### src/include/pdr_pkg.sv
// Constants, field layout and types of the DMA auxiliary register bank
package pdr_pkg;

  // ------------------------------------------------------------
  // Widths
  // ------------------------------------------------------------
  localparam int DATA_W = 32;
  localparam int ADDR_W = 8;
  localparam int REG_W = 8;
  localparam int LINE_W = 8;
  localparam int FLAG_W = 6;
  localparam int CYC_W = 4;

  // ------------------------------------------------------------
  // Register indices; the byte address is four times the index
  // ------------------------------------------------------------
  localparam logic [5:0] IDX_CTRL = 6'h00;
  localparam logic [5:0] IDX_RUN = 6'h01;
  localparam logic [5:0] IDX_DIR = 6'h02;
  localparam logic [5:0] IDX_VALUE = 6'h03;
  localparam logic [5:0] IDX_MASK0 = 6'h04;
  localparam logic [5:0] IDX_MASK1 = 6'h05;
  localparam logic [5:0] IDX_FLAGS = 6'h06;
  localparam logic [5:0] IDX_LEVELS = 6'h07;
  localparam logic [5:0] IDX_OUT_START = 6'h08;
  localparam logic [5:0] IDX_OUT_IRQ = 6'h0c;
  localparam logic [5:0] IDX_OUT_END = 6'h10;
  localparam logic [5:0] IDX_OUT_CUR = 6'h14;
  localparam logic [5:0] IDX_IN_START = 6'h18;
  localparam logic [5:0] IDX_IN_IRQ = 6'h1c;
  localparam logic [5:0] IDX_IN_END = 6'h20;
  localparam logic [5:0] IDX_IN_CUR = 6'h24;

  // ------------------------------------------------------------
  // Field positions
  // ------------------------------------------------------------
  localparam int CTRL_MODE_BIT = 7;
  localparam int CTRL_IRQ_MODE_BIT = 6;
  localparam int CTRL_CYC_LSB = 4;
  localparam int CTRL_SER_RST_BIT = 2;
  localparam int CTRL_DMA_RST_BIT = 1;
  localparam int CTRL_EXT_RST_BIT = 0;
  localparam int RUN_EN_BIT = 0;
  localparam int RUN_RESTART_BIT = 1;
  localparam int FLG_OUT_IRQ = 0;
  localparam int FLG_OUT_END = 1;
  localparam int FLG_IN_IRQ = 2;
  localparam int FLG_IN_END = 3;
  localparam int FLG_MABORT = 4;
  localparam int FLG_TABORT = 5;

  // ------------------------------------------------------------
  // Reset values and writable bits
  // ------------------------------------------------------------
  localparam logic [7:0] RST_REG8 = 8'h00;
  localparam logic [31:0] RST_ADDR = 32'h0000_0000;
  localparam logic [5:0] RST_FLAGS = 6'h00;
  localparam logic [7:0] CTRL_WMASK = 8'hf7;
  localparam logic [7:0] RUN_WMASK = 8'h03;
  localparam logic [7:0] MASK0_WMASK = 8'h3f;

  // ------------------------------------------------------------
  // Peripheral bus cycle counts and DMA address step
  // ------------------------------------------------------------
  localparam logic [3:0] PIB_CYC_FAST = 4'h3;
  localparam logic [3:0] PIB_CYC_MID = 4'h8;
  localparam logic [3:0] PIB_CYC_SLOW = 4'hf;
  localparam logic [31:0] ADDR_STEP = 32'h0000_0004;

  typedef enum logic [1:0] {
    CH_IDLE = 2'b00,
    CH_RUN = 2'b01,
    CH_DONE = 2'b10
  } pdr_chan_e;

endpackage : pdr_pkg

### src/verilog/pdr_sideband.sv
// Eight sideband lines: output drive, enables and sampled levels
`timescale 1ns/1ps
`default_nettype none
module pdr_sideband (
  input wire logic pclk,
  input wire logic presetn,
  input wire logic [pdr_pkg::LINE_W-1:0] dir,
  input wire logic [pdr_pkg::LINE_W-1:0] value,
  input wire logic [pdr_pkg::LINE_W-1:0] pin_i,
  output logic [pdr_pkg::LINE_W-1:0] pin_o,
  output logic [pdr_pkg::LINE_W-1:0] pin_oe,
  output logic [pdr_pkg::LINE_W-1:0] levels
);
  import pdr_pkg::*;

  typedef struct packed {
    logic [LINE_W-1:0] levels;
  } pdr_sb_s;

  pdr_sb_s st_q;
  pdr_sb_s st_d;

  // Sample every line, driven or not, so reads see the real wire
  always_comb begin
    st_d = st_q;
    st_d.levels = pin_i;
  end

  always_ff @(posedge pclk or negedge presetn) begin
    if (!presetn) begin
      st_q <= '0;
    end else begin
      st_q <= st_d;
    end
  end

  // Only lines set as outputs are driven
  assign pin_o = value;
  assign pin_oe = dir;
  assign levels = st_q.levels;

endmodule : pdr_sideband
`default_nettype wire

### src/verilog/pdr_dma_chan.sv
// Address walker of one bus-master DMA channel
`timescale 1ns/1ps
`default_nettype none
module pdr_dma_chan (
  input wire logic pclk,
  input wire logic presetn,
  input wire logic soft_rst,
  input wire logic enable,
  input wire logic halt,
  input wire logic normal_mode,
  input wire logic restart,
  input wire logic step,
  input wire logic [31:0] start_addr,
  input wire logic [31:0] irq_addr,
  input wire logic [31:0] end_addr,
  output logic [31:0] cur_addr,
  output logic busy,
  output logic at_irq,
  output logic at_end
);
  import pdr_pkg::*;

  typedef struct packed {
    pdr_chan_e state;
    logic [31:0] cur;
  } pdr_ch_s;

  pdr_ch_s st_q;
  pdr_ch_s st_d;

  // Walk from start to end one word per step
  always_comb begin
    st_d = st_q;
    unique case (st_q.state)
      CH_IDLE: begin
        if (enable && !halt) begin
          st_d.cur = start_addr;
          st_d.state = CH_RUN;
        end
      end
      CH_RUN: begin
        if (!enable || halt) begin
          st_d.state = CH_IDLE;
        end else if (step) begin
          if (st_q.cur == end_addr) begin
            if (normal_mode) begin
              st_d.state = CH_DONE;
            end else begin
              st_d.cur = start_addr;
            end
          end else begin
            st_d.cur = st_q.cur + ADDR_STEP;
          end
        end
      end
      CH_DONE: begin
        if (!enable || halt) begin
          st_d.state = CH_IDLE;
        end else if (restart) begin
          st_d.cur = start_addr;
          st_d.state = CH_RUN;
        end
      end
      default: begin
        st_d.state = CH_IDLE;
      end
    endcase
    // A held soft reset parks the walker
    if (soft_rst) begin
      st_d.state = CH_IDLE;
    end
  end

  always_ff @(posedge pclk or negedge presetn) begin
    if (!presetn) begin
      st_q <= '{state: CH_IDLE, cur: RST_ADDR};
    end else begin
      st_q <= st_d;
    end
  end

  assign cur_addr = st_q.cur;
  assign busy = (st_q.state == CH_RUN);
  assign at_irq = (st_q.state != CH_IDLE) && (st_q.cur == irq_addr);
  assign at_end = (st_q.state != CH_IDLE) && (st_q.cur == end_addr);

endmodule : pdr_dma_chan
`default_nettype wire

### src/verilog/pdr_regbank.sv
// APB register bank steering two DMA channels, sideband lines and resets
`timescale 1ns/1ps
`default_nettype none
module pdr_regbank (
  input wire logic pclk,
  input wire logic presetn,
  input wire logic psel,
  input wire logic penable,
  input wire logic pwrite,
  input wire logic [pdr_pkg::ADDR_W-1:0] paddr,
  input wire logic [pdr_pkg::DATA_W-1:0] pwdata,
  input wire logic [3:0] pstrb,
  output logic [pdr_pkg::DATA_W-1:0] prdata,
  output logic pready,
  output logic pslverr,
  input wire logic outbound_step,
  input wire logic inbound_step,
  input wire logic master_abort,
  input wire logic target_abort,
  output logic dma_run,
  output logic dma_reset,
  output logic tdm_serial_port_reset,
  output logic peripheral_reset_out_pin,
  output logic [pdr_pkg::CYC_W-1:0] pib_read_cycles,
  output logic [pdr_pkg::CYC_W-1:0] pib_write_cycles,
  output logic [31:0] outbound_addr,
  output logic outbound_busy,
  output logic [31:0] inbound_addr,
  output logic inbound_busy,
  output logic irq0,
  output logic irq1,
  input wire logic [pdr_pkg::LINE_W-1:0] sideband_i,
  output logic [pdr_pkg::LINE_W-1:0] sideband_o,
  output logic [pdr_pkg::LINE_W-1:0] sideband_oe
);
  import pdr_pkg::*;

  // ------------------------------------------------------------
  // State
  // ------------------------------------------------------------
  typedef struct packed {
    logic [REG_W-1:0] ctrl;
    logic [REG_W-1:0] run;
    logic [REG_W-1:0] dir;
    logic [REG_W-1:0] value;
    logic [REG_W-1:0] mask0;
    logic [REG_W-1:0] mask1;
    logic [FLAG_W-1:0] flags;
    logic [3:0] live_prev;
    logic halted;
    logic [31:0] out_start;
    logic [31:0] out_irq;
    logic [31:0] out_end;
    logic [31:0] in_start;
    logic [31:0] in_irq;
    logic [31:0] in_end;
    logic [DATA_W-1:0] rdata;
  } pdr_bank_s;

  pdr_bank_s st_q;
  pdr_bank_s st_d;

  logic [31:0] out_cur;
  logic [31:0] in_cur;
  logic out_at_irq;
  logic out_at_end;
  logic in_at_irq;
  logic in_at_end;
  logic [LINE_W-1:0] levels;
  logic [3:0] live;
  logic setup;
  logic wr_acc;
  logic restart;
  logic [5:0] widx;

  // ------------------------------------------------------------
  // Helpers
  // ------------------------------------------------------------

  // Merge write data into a word under the byte strobes
  function automatic logic [31:0] merge_strb(
    input logic [31:0] old,
    input logic [31:0] wd,
    input logic [3:0] strb
  );
    logic [31:0] r;
    r = old;
    for (int i = 0; i < 4; i++) begin
      if (strb[i]) begin
        r[i*8 +: 8] = wd[i*8 +: 8];
      end
    end
    return r;
  endfunction : merge_strb

  // Merge into an 8-bit register through lane 0 and a writable mask
  function automatic logic [7:0] merge8(
    input logic [7:0] old,
    input logic [31:0] wd,
    input logic [3:0] strb,
    input logic [7:0] wmask
  );
    logic [7:0] r;
    r = old;
    if (strb[0]) begin
      r = (old & ~wmask) | (wd[7:0] & wmask);
    end
    return r;
  endfunction : merge8

  // True for every index that holds a register
  function automatic logic is_mapped(input logic [5:0] idx);
    logic r;
    r = 1'b0;
    if (idx <= IDX_LEVELS) begin
      r = 1'b1;
    end else if (idx[1:0] == 2'b00 && idx <= IDX_IN_CUR) begin
      r = 1'b1;
    end
    return r;
  endfunction : is_mapped

  // Read cycle length chosen by the two-bit timing field
  function automatic logic [3:0] read_cycles(input logic [1:0] sel);
    logic [3:0] r;
    r = PIB_CYC_SLOW;
    if (sel == 2'b00) begin
      r = PIB_CYC_FAST;
    end else if (sel == 2'b01) begin
      r = PIB_CYC_MID;
    end
    return r;
  endfunction : read_cycles

  // ------------------------------------------------------------
  // Bus phases
  // ------------------------------------------------------------
  assign widx = paddr[7:2];
  assign setup = psel && !penable;
  assign wr_acc = psel && penable && pwrite;

  // A zero-wait slave; the read word was captured in setup
  assign pready = psel && penable;
  assign pslverr = psel && penable && !is_mapped(widx);
  assign prdata = st_q.rdata;

  // Restart fires only on a written 0-to-1 of the restart bit
  assign restart = wr_acc && (widx == IDX_RUN) && pstrb[0]
                   && pwdata[RUN_RESTART_BIT]
                   && !st_q.run[RUN_RESTART_BIT];

  assign live = {in_at_end, in_at_irq, out_at_end, out_at_irq};

  // ------------------------------------------------------------
  // Register file and flag update
  // ------------------------------------------------------------
  always_comb begin
    logic [FLAG_W-1:0] clr;
    logic [FLAG_W-1:0] set;
    clr = '0;
    set = '0;
    st_d = st_q;
    st_d.live_prev = live;

    // Read word captured at setup, held through the access phase
    if (setup && !pwrite) begin
      st_d.rdata = '0;
      unique case (widx)
        IDX_CTRL: st_d.rdata[7:0] = st_q.ctrl;
        IDX_RUN: st_d.rdata[7:0] = st_q.run;
        IDX_DIR: st_d.rdata[7:0] = st_q.dir;
        IDX_VALUE: st_d.rdata[7:0] = levels;
        IDX_MASK0: st_d.rdata[7:0] = st_q.mask0;
        IDX_MASK1: st_d.rdata[7:0] = st_q.mask1;
        IDX_FLAGS: st_d.rdata[5:0] = st_q.flags;
        IDX_LEVELS: st_d.rdata[7:0] = levels;
        IDX_OUT_START: st_d.rdata = st_q.out_start;
        IDX_OUT_IRQ: st_d.rdata = st_q.out_irq;
        IDX_OUT_END: st_d.rdata = st_q.out_end;
        IDX_OUT_CUR: st_d.rdata = out_cur;
        IDX_IN_START: st_d.rdata = st_q.in_start;
        IDX_IN_IRQ: st_d.rdata = st_q.in_irq;
        IDX_IN_END: st_d.rdata = st_q.in_end;
        IDX_IN_CUR: st_d.rdata = in_cur;
        default: st_d.rdata = '0;
      endcase
    end

    // Writes take effect at the access edge; read-only words ignore them
    if (wr_acc) begin
      unique case (widx)
        IDX_CTRL: st_d.ctrl = merge8(st_q.ctrl, pwdata, pstrb, CTRL_WMASK);
        IDX_RUN: st_d.run = merge8(st_q.run, pwdata, pstrb, RUN_WMASK);
        IDX_DIR: st_d.dir = merge8(st_q.dir, pwdata, pstrb, 8'hff);
        IDX_VALUE: st_d.value = merge8(st_q.value, pwdata, pstrb, 8'hff);
        IDX_MASK0: st_d.mask0 = merge8(st_q.mask0, pwdata, pstrb, MASK0_WMASK);
        IDX_MASK1: st_d.mask1 = merge8(st_q.mask1, pwdata, pstrb, 8'hff);
        IDX_FLAGS: begin
          if (pstrb[0]) begin
            clr = pwdata[FLAG_W-1:0];
          end
        end
        IDX_OUT_START: st_d.out_start = merge_strb(st_q.out_start, pwdata, pstrb);
        IDX_OUT_IRQ: st_d.out_irq = merge_strb(st_q.out_irq, pwdata, pstrb);
        IDX_OUT_END: st_d.out_end = merge_strb(st_q.out_end, pwdata, pstrb);
        IDX_IN_START: st_d.in_start = merge_strb(st_q.in_start, pwdata, pstrb);
        IDX_IN_IRQ: st_d.in_irq = merge_strb(st_q.in_irq, pwdata, pstrb);
        IDX_IN_END: st_d.in_end = merge_strb(st_q.in_end, pwdata, pstrb);
        default: begin
        end
      endcase
    end

    // Sticky mode catches the rising edge of each address match
    set[3:0] = live & ~st_q.live_prev;
    set[FLG_MABORT] = master_abort;
    set[FLG_TABORT] = target_abort;

    // An event in the clearing cycle survives the clear
    st_d.flags = (st_q.flags & ~clr) | set;
    if (!st_q.ctrl[CTRL_IRQ_MODE_BIT]) begin
      // Live mode mirrors the match; a clear cannot hide it
      st_d.flags[3:0] = live;
    end

    // An abort halts both channels until the DMA reset is pulsed
    if (master_abort || target_abort) begin
      st_d.halted = 1'b1;
    end else if (st_q.ctrl[CTRL_DMA_RST_BIT]) begin
      st_d.halted = 1'b0;
    end
  end

  always_ff @(posedge pclk or negedge presetn) begin
    if (!presetn) begin
      st_q <= '{ctrl: RST_REG8, run: RST_REG8, dir: RST_REG8,
                value: RST_REG8, mask0: RST_REG8, mask1: RST_REG8,
                flags: RST_FLAGS, live_prev: 4'h0, halted: 1'b0,
                out_start: RST_ADDR, out_irq: RST_ADDR, out_end: RST_ADDR,
                in_start: RST_ADDR, in_irq: RST_ADDR, in_end: RST_ADDR,
                rdata: '0};
    end else begin
      st_q <= st_d;
    end
  end

  // ------------------------------------------------------------
  // DMA channels
  // ------------------------------------------------------------

  // Outbound: memory to serial port
  pdr_dma_chan u_out_chan (
    .pclk(pclk),
    .presetn(presetn),
    .soft_rst(st_q.ctrl[CTRL_DMA_RST_BIT]),
    .enable(st_q.run[RUN_EN_BIT]),
    .halt(st_q.halted),
    .normal_mode(st_q.ctrl[CTRL_MODE_BIT]),
    .restart(restart),
    .step(outbound_step),
    .start_addr(st_q.out_start),
    .irq_addr(st_q.out_irq),
    .end_addr(st_q.out_end),
    .cur_addr(out_cur),
    .busy(outbound_busy),
    .at_irq(out_at_irq),
    .at_end(out_at_end)
  );

  // Inbound: serial port to memory
  pdr_dma_chan u_in_chan (
    .pclk(pclk),
    .presetn(presetn),
    .soft_rst(st_q.ctrl[CTRL_DMA_RST_BIT]),
    .enable(st_q.run[RUN_EN_BIT]),
    .halt(st_q.halted),
    .normal_mode(st_q.ctrl[CTRL_MODE_BIT]),
    .restart(restart),
    .step(inbound_step),
    .start_addr(st_q.in_start),
    .irq_addr(st_q.in_irq),
    .end_addr(st_q.in_end),
    .cur_addr(in_cur),
    .busy(inbound_busy),
    .at_irq(in_at_irq),
    .at_end(in_at_end)
  );

  // ------------------------------------------------------------
  // Sideband lines
  // ------------------------------------------------------------
  pdr_sideband u_sideband (
    .pclk(pclk),
    .presetn(presetn),
    .dir(st_q.dir),
    .value(st_q.value),
    .pin_i(sideband_i),
    .pin_o(sideband_o),
    .pin_oe(sideband_oe),
    .levels(levels)
  );

  // ------------------------------------------------------------
  // Outputs
  // ------------------------------------------------------------

  // Run is dropped while halted so an abort cannot keep the engines going
  assign dma_run = st_q.run[RUN_EN_BIT] && !st_q.halted;
  assign dma_reset = st_q.ctrl[CTRL_DMA_RST_BIT];
  assign tdm_serial_port_reset = st_q.ctrl[CTRL_SER_RST_BIT];
  assign peripheral_reset_out_pin = st_q.ctrl[CTRL_EXT_RST_BIT];

  // Write strobe is one clock shorter than the read strobe
  assign pib_read_cycles = read_cycles(st_q.ctrl[CTRL_CYC_LSB +: 2]);
  assign pib_write_cycles = read_cycles(st_q.ctrl[CTRL_CYC_LSB +: 2]) - 4'h1;

  assign outbound_addr = out_cur;
  assign inbound_addr = in_cur;

  // Interrupt lines; the host is expected to write back what it read
  assign irq0 = |(st_q.flags & st_q.mask0[FLAG_W-1:0]);
  assign irq1 = |(levels & ~st_q.dir & st_q.mask1);

endmodule : pdr_regbank
`default_nettype wire

### config.mk
export PLATFORM = sky130hd
export DESIGN_NAME = pdr_regbank
export DESIGN_NICKNAME = d
export VERILOG_FILES = /design/src/include/pdr_pkg.sv /design/src/verilog/pdr_sideband.sv /design/src/verilog/pdr_dma_chan.sv /design/src/verilog/pdr_regbank.sv
export SDC_FILE = /design/constraint.sdc
export NUM_CORES = 1
export LEC_CHECK = 0
export ABC_AREA = 0
export BUFFER_PORTS_ARGS = -buffer_cell sky130_fd_sc_hd__buf_2
export CORE_MARGIN = 5
export CORE_UTILIZATION = 33
export CTS_BUF_LIST = sky130_fd_sc_hd__clkbuf_16
export DETAILED_ROUTE_END_ITERATION = 6
export PLACE_DENSITY = 0.57
export SETUP_SLACK_MARGIN = 0.3
export SYNTH_ARGS = -nofsm -noshare
export SYNTH_HDL_FRONTEND = slang
export SYNTH_SLANG_ARGS = --single-unit
### constraint.sdc
create_clock -name pclk -period 2.6 [get_ports pclk]
set_input_delay 0.26 -clock pclk [delete_from_list [all_inputs] [get_ports pclk]]
set_output_delay 0.26 -clock pclk [all_outputs]
set_load 0.02 [all_outputs]
==> metrics.txt, run 1 <==
FP Rows=88; via count=16,100; CTS Buf Count=42; RSZ-0062 raised after global routing=yes; period utilisation layout=97.9%; worst skew pair latency=0.58 ns; Ys Warns=0; Seq/Total Area, Yosys=45.9%; I/O pin cnt=191; initial antenna violation count=0; M1 GR Usage=31.3%; fraction of registers with async set/reset=100%; Num Clock Sinks=350; routing usage on met3=5.35%; gr usage total=23.0%; CTS tree=yes; drt total wl=75,700 µm; grt total ovfl=0; largest net degree at the start of global routing=89; Reg clk slew, reported paths=0.06 ns; outcome=finished clean; ant diodes=0; crit path launch type=flip-flop; post-synthesis adder-cell area fraction=0.131%; CP endpoint kind=flip-flop; number of synthesized register bits=350; Post-Syn Area=0.0191 mm²; dpl cells=2,683; DRC violations left=0; busiest layer in global routing=met2; final setup fails=0; vias in the first global route=16,000; Die W=250 µm; fillers=5,625; Final nets=2,076; clk buf depth=3; worst endpoint data arrival time=3.01 ns; initial core utilization=33.2%; die area=0.0627 mm²; Tightest Pin Transition=0.719 ns; worst hold margin=0.0394 ns; Synth Area in Compound Gates=12.0%; layout cell share with drive strength beyond 1=39.4%; main combinational cell family by area after synthesis=multiplexers; Slew HR=52.0%; max frequency=0.393 GHz; Simple-Gate Fraction of Synth Area=10.7%; I/O Buffers=187; cell leakage power=11.6 nW; Core Area=0.0575 mm²; Final GP Congestion=0.966; Max VDD drop=0.417 mV; Clock Tree Root=clkbuf_16; cells after synthesis=1,778; first-pass GRT wire length=109,000 µm; average detailed-routed wire length per instance=26.9 µm; Post-Synth XOR/XNOR Area=5.88%; mux cell area share after synthesis=17.9%; syn_nets=1,841; post-synthesis cell type count=62; final hold vios=0; DR vias/cell=5.71; Setup Skew=0.0290 ns; HPWL Detailed=54,600 µm; DRT antenna net count=0; M2 GR Usage=36.2%; worst setup margin=0.0534 ns; pre-CTS setup slack=-0.0735 ns; Layout area overhead=23.8%; Non-Filler Instances=2,811; Post-synth EDFFs=0; main flop type after synthesis=dfrtp_1; post-layout util=41.1%; CTS H-tree depth=2; height of the die=250 µm; syn_area_per_cell=10.7 µm²; crit-path max FO=14; Crit path required time=3.06 ns; DRT Pass-1 Iters=6; Hold Crit Class=in -> reg; DR iter-0 viols=1,937; Max Slew Vio Count=0; # Max-Cap Violations=0; crit path kind=reg -> reg; Pwr Density=513 mW/mm²; PnR Total Power=12.1 mW; post-route minimum period=2.55 ns
where the power goes:
group / leakage, nW / switching (mW) / total (mW) / internal, mW
registers: 4.80 / 0.119 / 5.68 / 5.56
clock network: 0.668 / 2.43 / 5.52 / 3.09
logic: 6.09 / 0.552 / 0.916 / 0.364
registers in the layout, summed over array words and instances, names as in the netlist:
register and flops:
dma_reset 1, peripheral_reset_out_pin 1, prdata 32, st_q 239, tdm_serial_port_reset 1, u_in_chan.cur_addr 32
u_in_chan.st_q 2, u_out_chan.cur_addr 32, u_out_chan.st_q 2, u_sideband.levels 8
layout make-up:
type / count / area [µm²] / area share [%]
flip-flops and latches: 350 / 8770 / 37.1
clock inverters: 34 / 194 / 0.821
clock buffers: 43 / 1080 / 4.56
repair buffers: 427 / 3220 / 13.6
multi-input cells: 1176 / 9350 / 39.6
well taps: 765 / 957 / 4.05
inverters: 16 / 60.1 / 0.254
cells in the mapped netlist (4+ instances only):
library cell | n | share of area [%]
mux2_2 | 236 | 14
a31oi_1 | 10 | 0.33
and4_1 | 4 | 0.18
a221o_1 | 4 | 0.21
a22o_1 | 13 | 0.60
a22oi_1 | 31 | 1.2
o31ai_1 | 4 | 0.16
o31a_1 | 5 | 0.23
clkbuf_1 | 102 | 2.0
buf_4 | 116 | 4.6
inv_1 | 16 | 0.31
nand3_1 | 28 | 0.73
o22a_1 | 8 | 0.37
mux4_2 | 29 | 3.4
and2_1 | 11 | 0.36
xnor2_1 | 30 | 1.4
a41oi_1 | 5 | 0.23
nor3_1 | 24 | 0.63
nand4_1 | 29 | 0.95
nand2b_1 | 10 | 0.33
buf_2 | 12 | 0.31
a21oi_1 | 77 | 2.0
mux2i_1 | 9 | 0.47
a31o_2 | 9 | 0.41
a221oi_1 | 37 | 1.7
o2bb2ai_1 | 7 | 0.32
nor4_1 | 27 | 0.89
a32o_1 | 4 | 0.21
or4_1 | 5 | 0.20
o21ai_1 | 4 | 0.10
buf_1 | 7 | 0.14
a2bb2oi_1 | 12 | 0.55
nand2_1 | 188 | 3.7
dfrtp_1 | 350 | 46
o21ai_0 | 73 | 1.9
o22ai_1 | 14 | 0.46
xor2_1 | 98 | 4.5
and3_1 | 16 | 0.52
a21o_1 | 5 | 0.20
nor2_1 | 71 | 1.4
routing by layer:
metal | share of wire [%] | wire length (µm)
met4 | 4.0 | 2990
met1 | 41 | 31100
met3 | 8.8 | 6630
met2 | 46 | 35000
met5 | 0 | 0
placed cells by master (no fill, tap or decap), types with 29 or more instances in the layout:
master and instances:
a22oi_1 31, xor2_1 87, nor2_1 67, xnor2_1 30, inv_1 29, nand2_1 183
a21oi_1 70, buf_2 186, a221oi_1 37, dfrtp_1 343, dlygate4sd3_1 30, nand4_1 29
buf_4 173, clkbuf_16 46, mux4_2 29, mux2_2 236, o21ai_0 69
critical path, cell delays in order, from the launching register on:
cell     delay (ns)
dfrtp_1        0.39
xor2_1         0.17
buf_4          0.16
nor4_4         0.34
nand4_1        0.28
buf_4          0.23
nor2_4         0.16
a311o_1        0.24
buf_12         0.18
a21oi_1        0.06
o22a_1         0.19
timing repair:
| item | 4_1_cts | 5_1_grt |
|---|---|---|
| resized for setup | 50 | 41 |
| cloned | 3 | 6 |
| hold endpoints to repair | 413 | 0 |
| hold buffers | 30 | 0 |
| buffers inserted | 6 | 6 |
| pin swaps | 17 | 27 |
| setup endpoints to repair | 71 | 72 |
worst paths after layout:
path	start	end	slack, ns	cells past startpoint
setup / recovery	u_out_chan.cur_addr[30]	u_out_chan.cur_addr[13]	0.05	10
hold / removal	pwdata[14]	st_q[142]	0.04	2
setup reg to reg	u_out_chan.cur_addr[30]	u_out_chan.cur_addr[13]	0.05	10
hold reg to reg	prdata[27]	prdata[27]	0.47	2
max in group asynchronous	presetn	st_q[258]	1.57	3
min in group asynchronous	presetn	st_q[207]	0.15	2
per-stage QoR:
stage          cell area (µm²)  setup TNS, ns
2_1_floorplan            19100              0
3_3_place_gp             21400          -1.25
3_5_place_dp             21400         -0.976
4_1_cts                  23300              0
5_1_grt                  23600              0
6_report                 23600              0
cell families (layout without fill, tap and decap cells):
kind of cell    after synthesis  count (layout)
simple gates                431             431
fa+ha+maj                     2               2
mux                         276             276
other cells                   1               1
compound gates              336             338
flops                       350             350
buf+inv                     254             520
xor+xnor                    128             128
Power figures use the tool's default switching activity.
==> run 2: changes to the inputs <==
--- a/config.mk
+++ b/config.mk
@@ -12,7 +12,6 @@
 export CTS_BUF_LIST = sky130_fd_sc_hd__clkbuf_16
 export DETAILED_ROUTE_END_ITERATION = 6
 export PLACE_DENSITY = 0.57
-export SETUP_SLACK_MARGIN = 0.3
 export SYNTH_ARGS = -nofsm -noshare
 export SYNTH_HDL_FRONTEND = slang
 export SYNTH_SLANG_ARGS = --single-unit
==> run 2 against run 1 <==
The flow now finishes with violations (negative setup slack). Sequential power about the same. Count of clock-buffer cells in the layout decreased by 2. Cell count decreased by 0.43%. Largest cell class unchanged. Sequential share of layout area increased by 0.87 points. Global-route usage decreased by 0.52 points. Clock skew increased by 0.0048 ns. Sequential cell count unchanged. Register-to-register slack got worse by 0.07 ns. Via count decreased by 2.1%. Highest routed layer unchanged. Worst hold slack got worse by 0.017 ns. Critical path depth unchanged.
==> metrics.txt, run 2 (synthesized netlist as in run 1, its figures left out) <==
outcome=finished with violations; failing checks=negative setup slack; die area=0.0627 mm²; CTS tree=yes; worst setup path startpoint=u_in_chan.cur_addr[18]; ant diodes=0; Reg clk slew, reported paths=0.06 ns; pre-CTS setup slack=-0.199 ns; FP Rows=88; Max Slew Vio Count=0; Biggest register=st_q; layout cell share with drive strength beyond 1=37.4%; worst skew pair latency=0.58 ns; Tightest Pin Transition=0.675 ns; final setup fails=1; DRC violations left=0; Clock Tree Root=clkbuf_16; worst setup margin=-0.0133 ns; final hold vios=0; Max VDD drop=0.403 mV; FF-to-FF path depth=10; crit path launch type=flip-flop; drt total wl=73,200 µm; DRT Pass-1 Iters=6; average detailed-routed wire length per instance=26.1 µm; r2r setup slk=-0.01 ns; DR vias/cell=5.62; post-route minimum period=2.61 ns; Crit path required time=3.06 ns; PnR Total Power=12.0 mW; height of the die=250 µm; cell leakage power=11.4 nW; Hold Crit Class=in -> reg; Die W=250 µm; CTS H-tree depth=2; # Max-Cap Violations=0; first-pass GRT wire length=107,000 µm; worst reg2reg path endpoint=u_in_chan.cur_addr[21]; HPWL Detailed=54,800 µm; most frequent cells in the layout=dfrtp_1 (345), mux2_2 (236), buf_4 (190); largest net degree at the start of global routing=83; Largest register FFs=239; worst endpoint data arrival time=3.08 ns; I/O pin cnt=191; DRT antenna net count=0; gr usage total=22.5%; Final nets=2,068; DR iter-0 viols=1,679; most common cell after layout, fill and taps aside=dfrtp_1; max frequency=0.383 GHz; crit path kind=reg -> reg; crit-path max FO=7; Setup Skew=0.0338 ns; vias in the first global route=15,700; Num Clock Sinks=350; I/O Buffers=187; worst hold margin=0.0226 ns; initial core utilization=33.2%; grt total ovfl=0; Core Area=0.0575 mm²; via count=15,700; CTS Buf Count=41; worst r2r src=u_in_chan.cur_addr[18]; Final GP Congestion=0.976; clk buf depth=3; Pwr Density=521 mW/mm²; initial antenna violation count=0; Layout area overhead=21.0%; period utilisation layout=101%; Slew HR=54.8%; RSZ-0062 raised after global routing=yes; CP endpoint kind=flip-flop; Worst Setup EP=u_in_chan.cur_addr[21]
==> run 2: layout make-up <==
type / instances / area, µm²
clock buffer: 41 / 1030
clock inverter: 31 / 194
fill: 5648 / 34400
timing repair buffer: 422 / 3020
tap: 765 / 957
sequential: 350 / 8760
inverter: 16 / 60.1
multi-input combinational: 1174 / 9050
==> run 2: layer usage <==
metal | vias to the layer above | GRT usage, % | routed length, µm
met5 | - | 0 | 0
met4 | 0 | 8.76 | 3090
met3 | 160 | 4.70 | 6390
met2 | 825 | 35.2 | 33400
met1 | 7943 | 30.7 | 30300
li1 | 6791 | - | -
==> run 2: critical path, cell delays in order, from the launching register on <==
cell       delay (ns)
dfrtp_2          0.44
xor2_2           0.21
nor4_4           0.34
nand4_1          0.27
buf_6            0.22
o31a_1           0.28
o21ai_4          0.25
buf_12           0.15
clkbuf_16        0.15
nor2_1           0.05
a2bb2oi_1        0.12
==> run 2: report_power, final <==
| group | switching [mW] | internal [mW] |
|---|---|---|
| Clock | 2.40 | 3.05 |
| Sequential | 0.120 | 5.56 |
| Combinational | 0.530 | 0.346 |
| Total | 3.05 | 8.96 |
==> run 2: timing repair <==
action / 4_1_cts / 5_1_grt
cloned: 0 / 1
buffers inserted: 0 / 7
gates resized for setup: 8 / 19
hold buffers: 23 / 0
hold endpoints to repair: 381 / 0
endpoints found under the setup margin: 41 / 33
pin swaps: 6 / 10
==> run 2: worst min-delay path by stage <==
stage,startpoint,endpoint,slack (ns),depth (start not counted)
floorplan,presetn,dma_reset,-0.04,0
global placement,presetn,st_q[257],0.16,1
finish,pwdata[23],st_q[87],0.02,2
detailed placement,presetn,st_q[258],0.16,1
global route,pwdata[16],st_q[80],0.02,2
CTS,pwdata[15],st_q[79],0.00002,2
==> run 2: metrics by stage <==
step	instances	TNS [ns]	utilization [%]	instance area (µm²)
after floorplan	1778	0	-	19100
after global placement	2696	-0.843	37.2	21400
after global routing	2799	-0.333	40.1	23100
after detailed placement	2696	-2.57	37.2	21400
final	2799	-0.0133	40.1	23100
after CTS	2791	0	39.8	22900
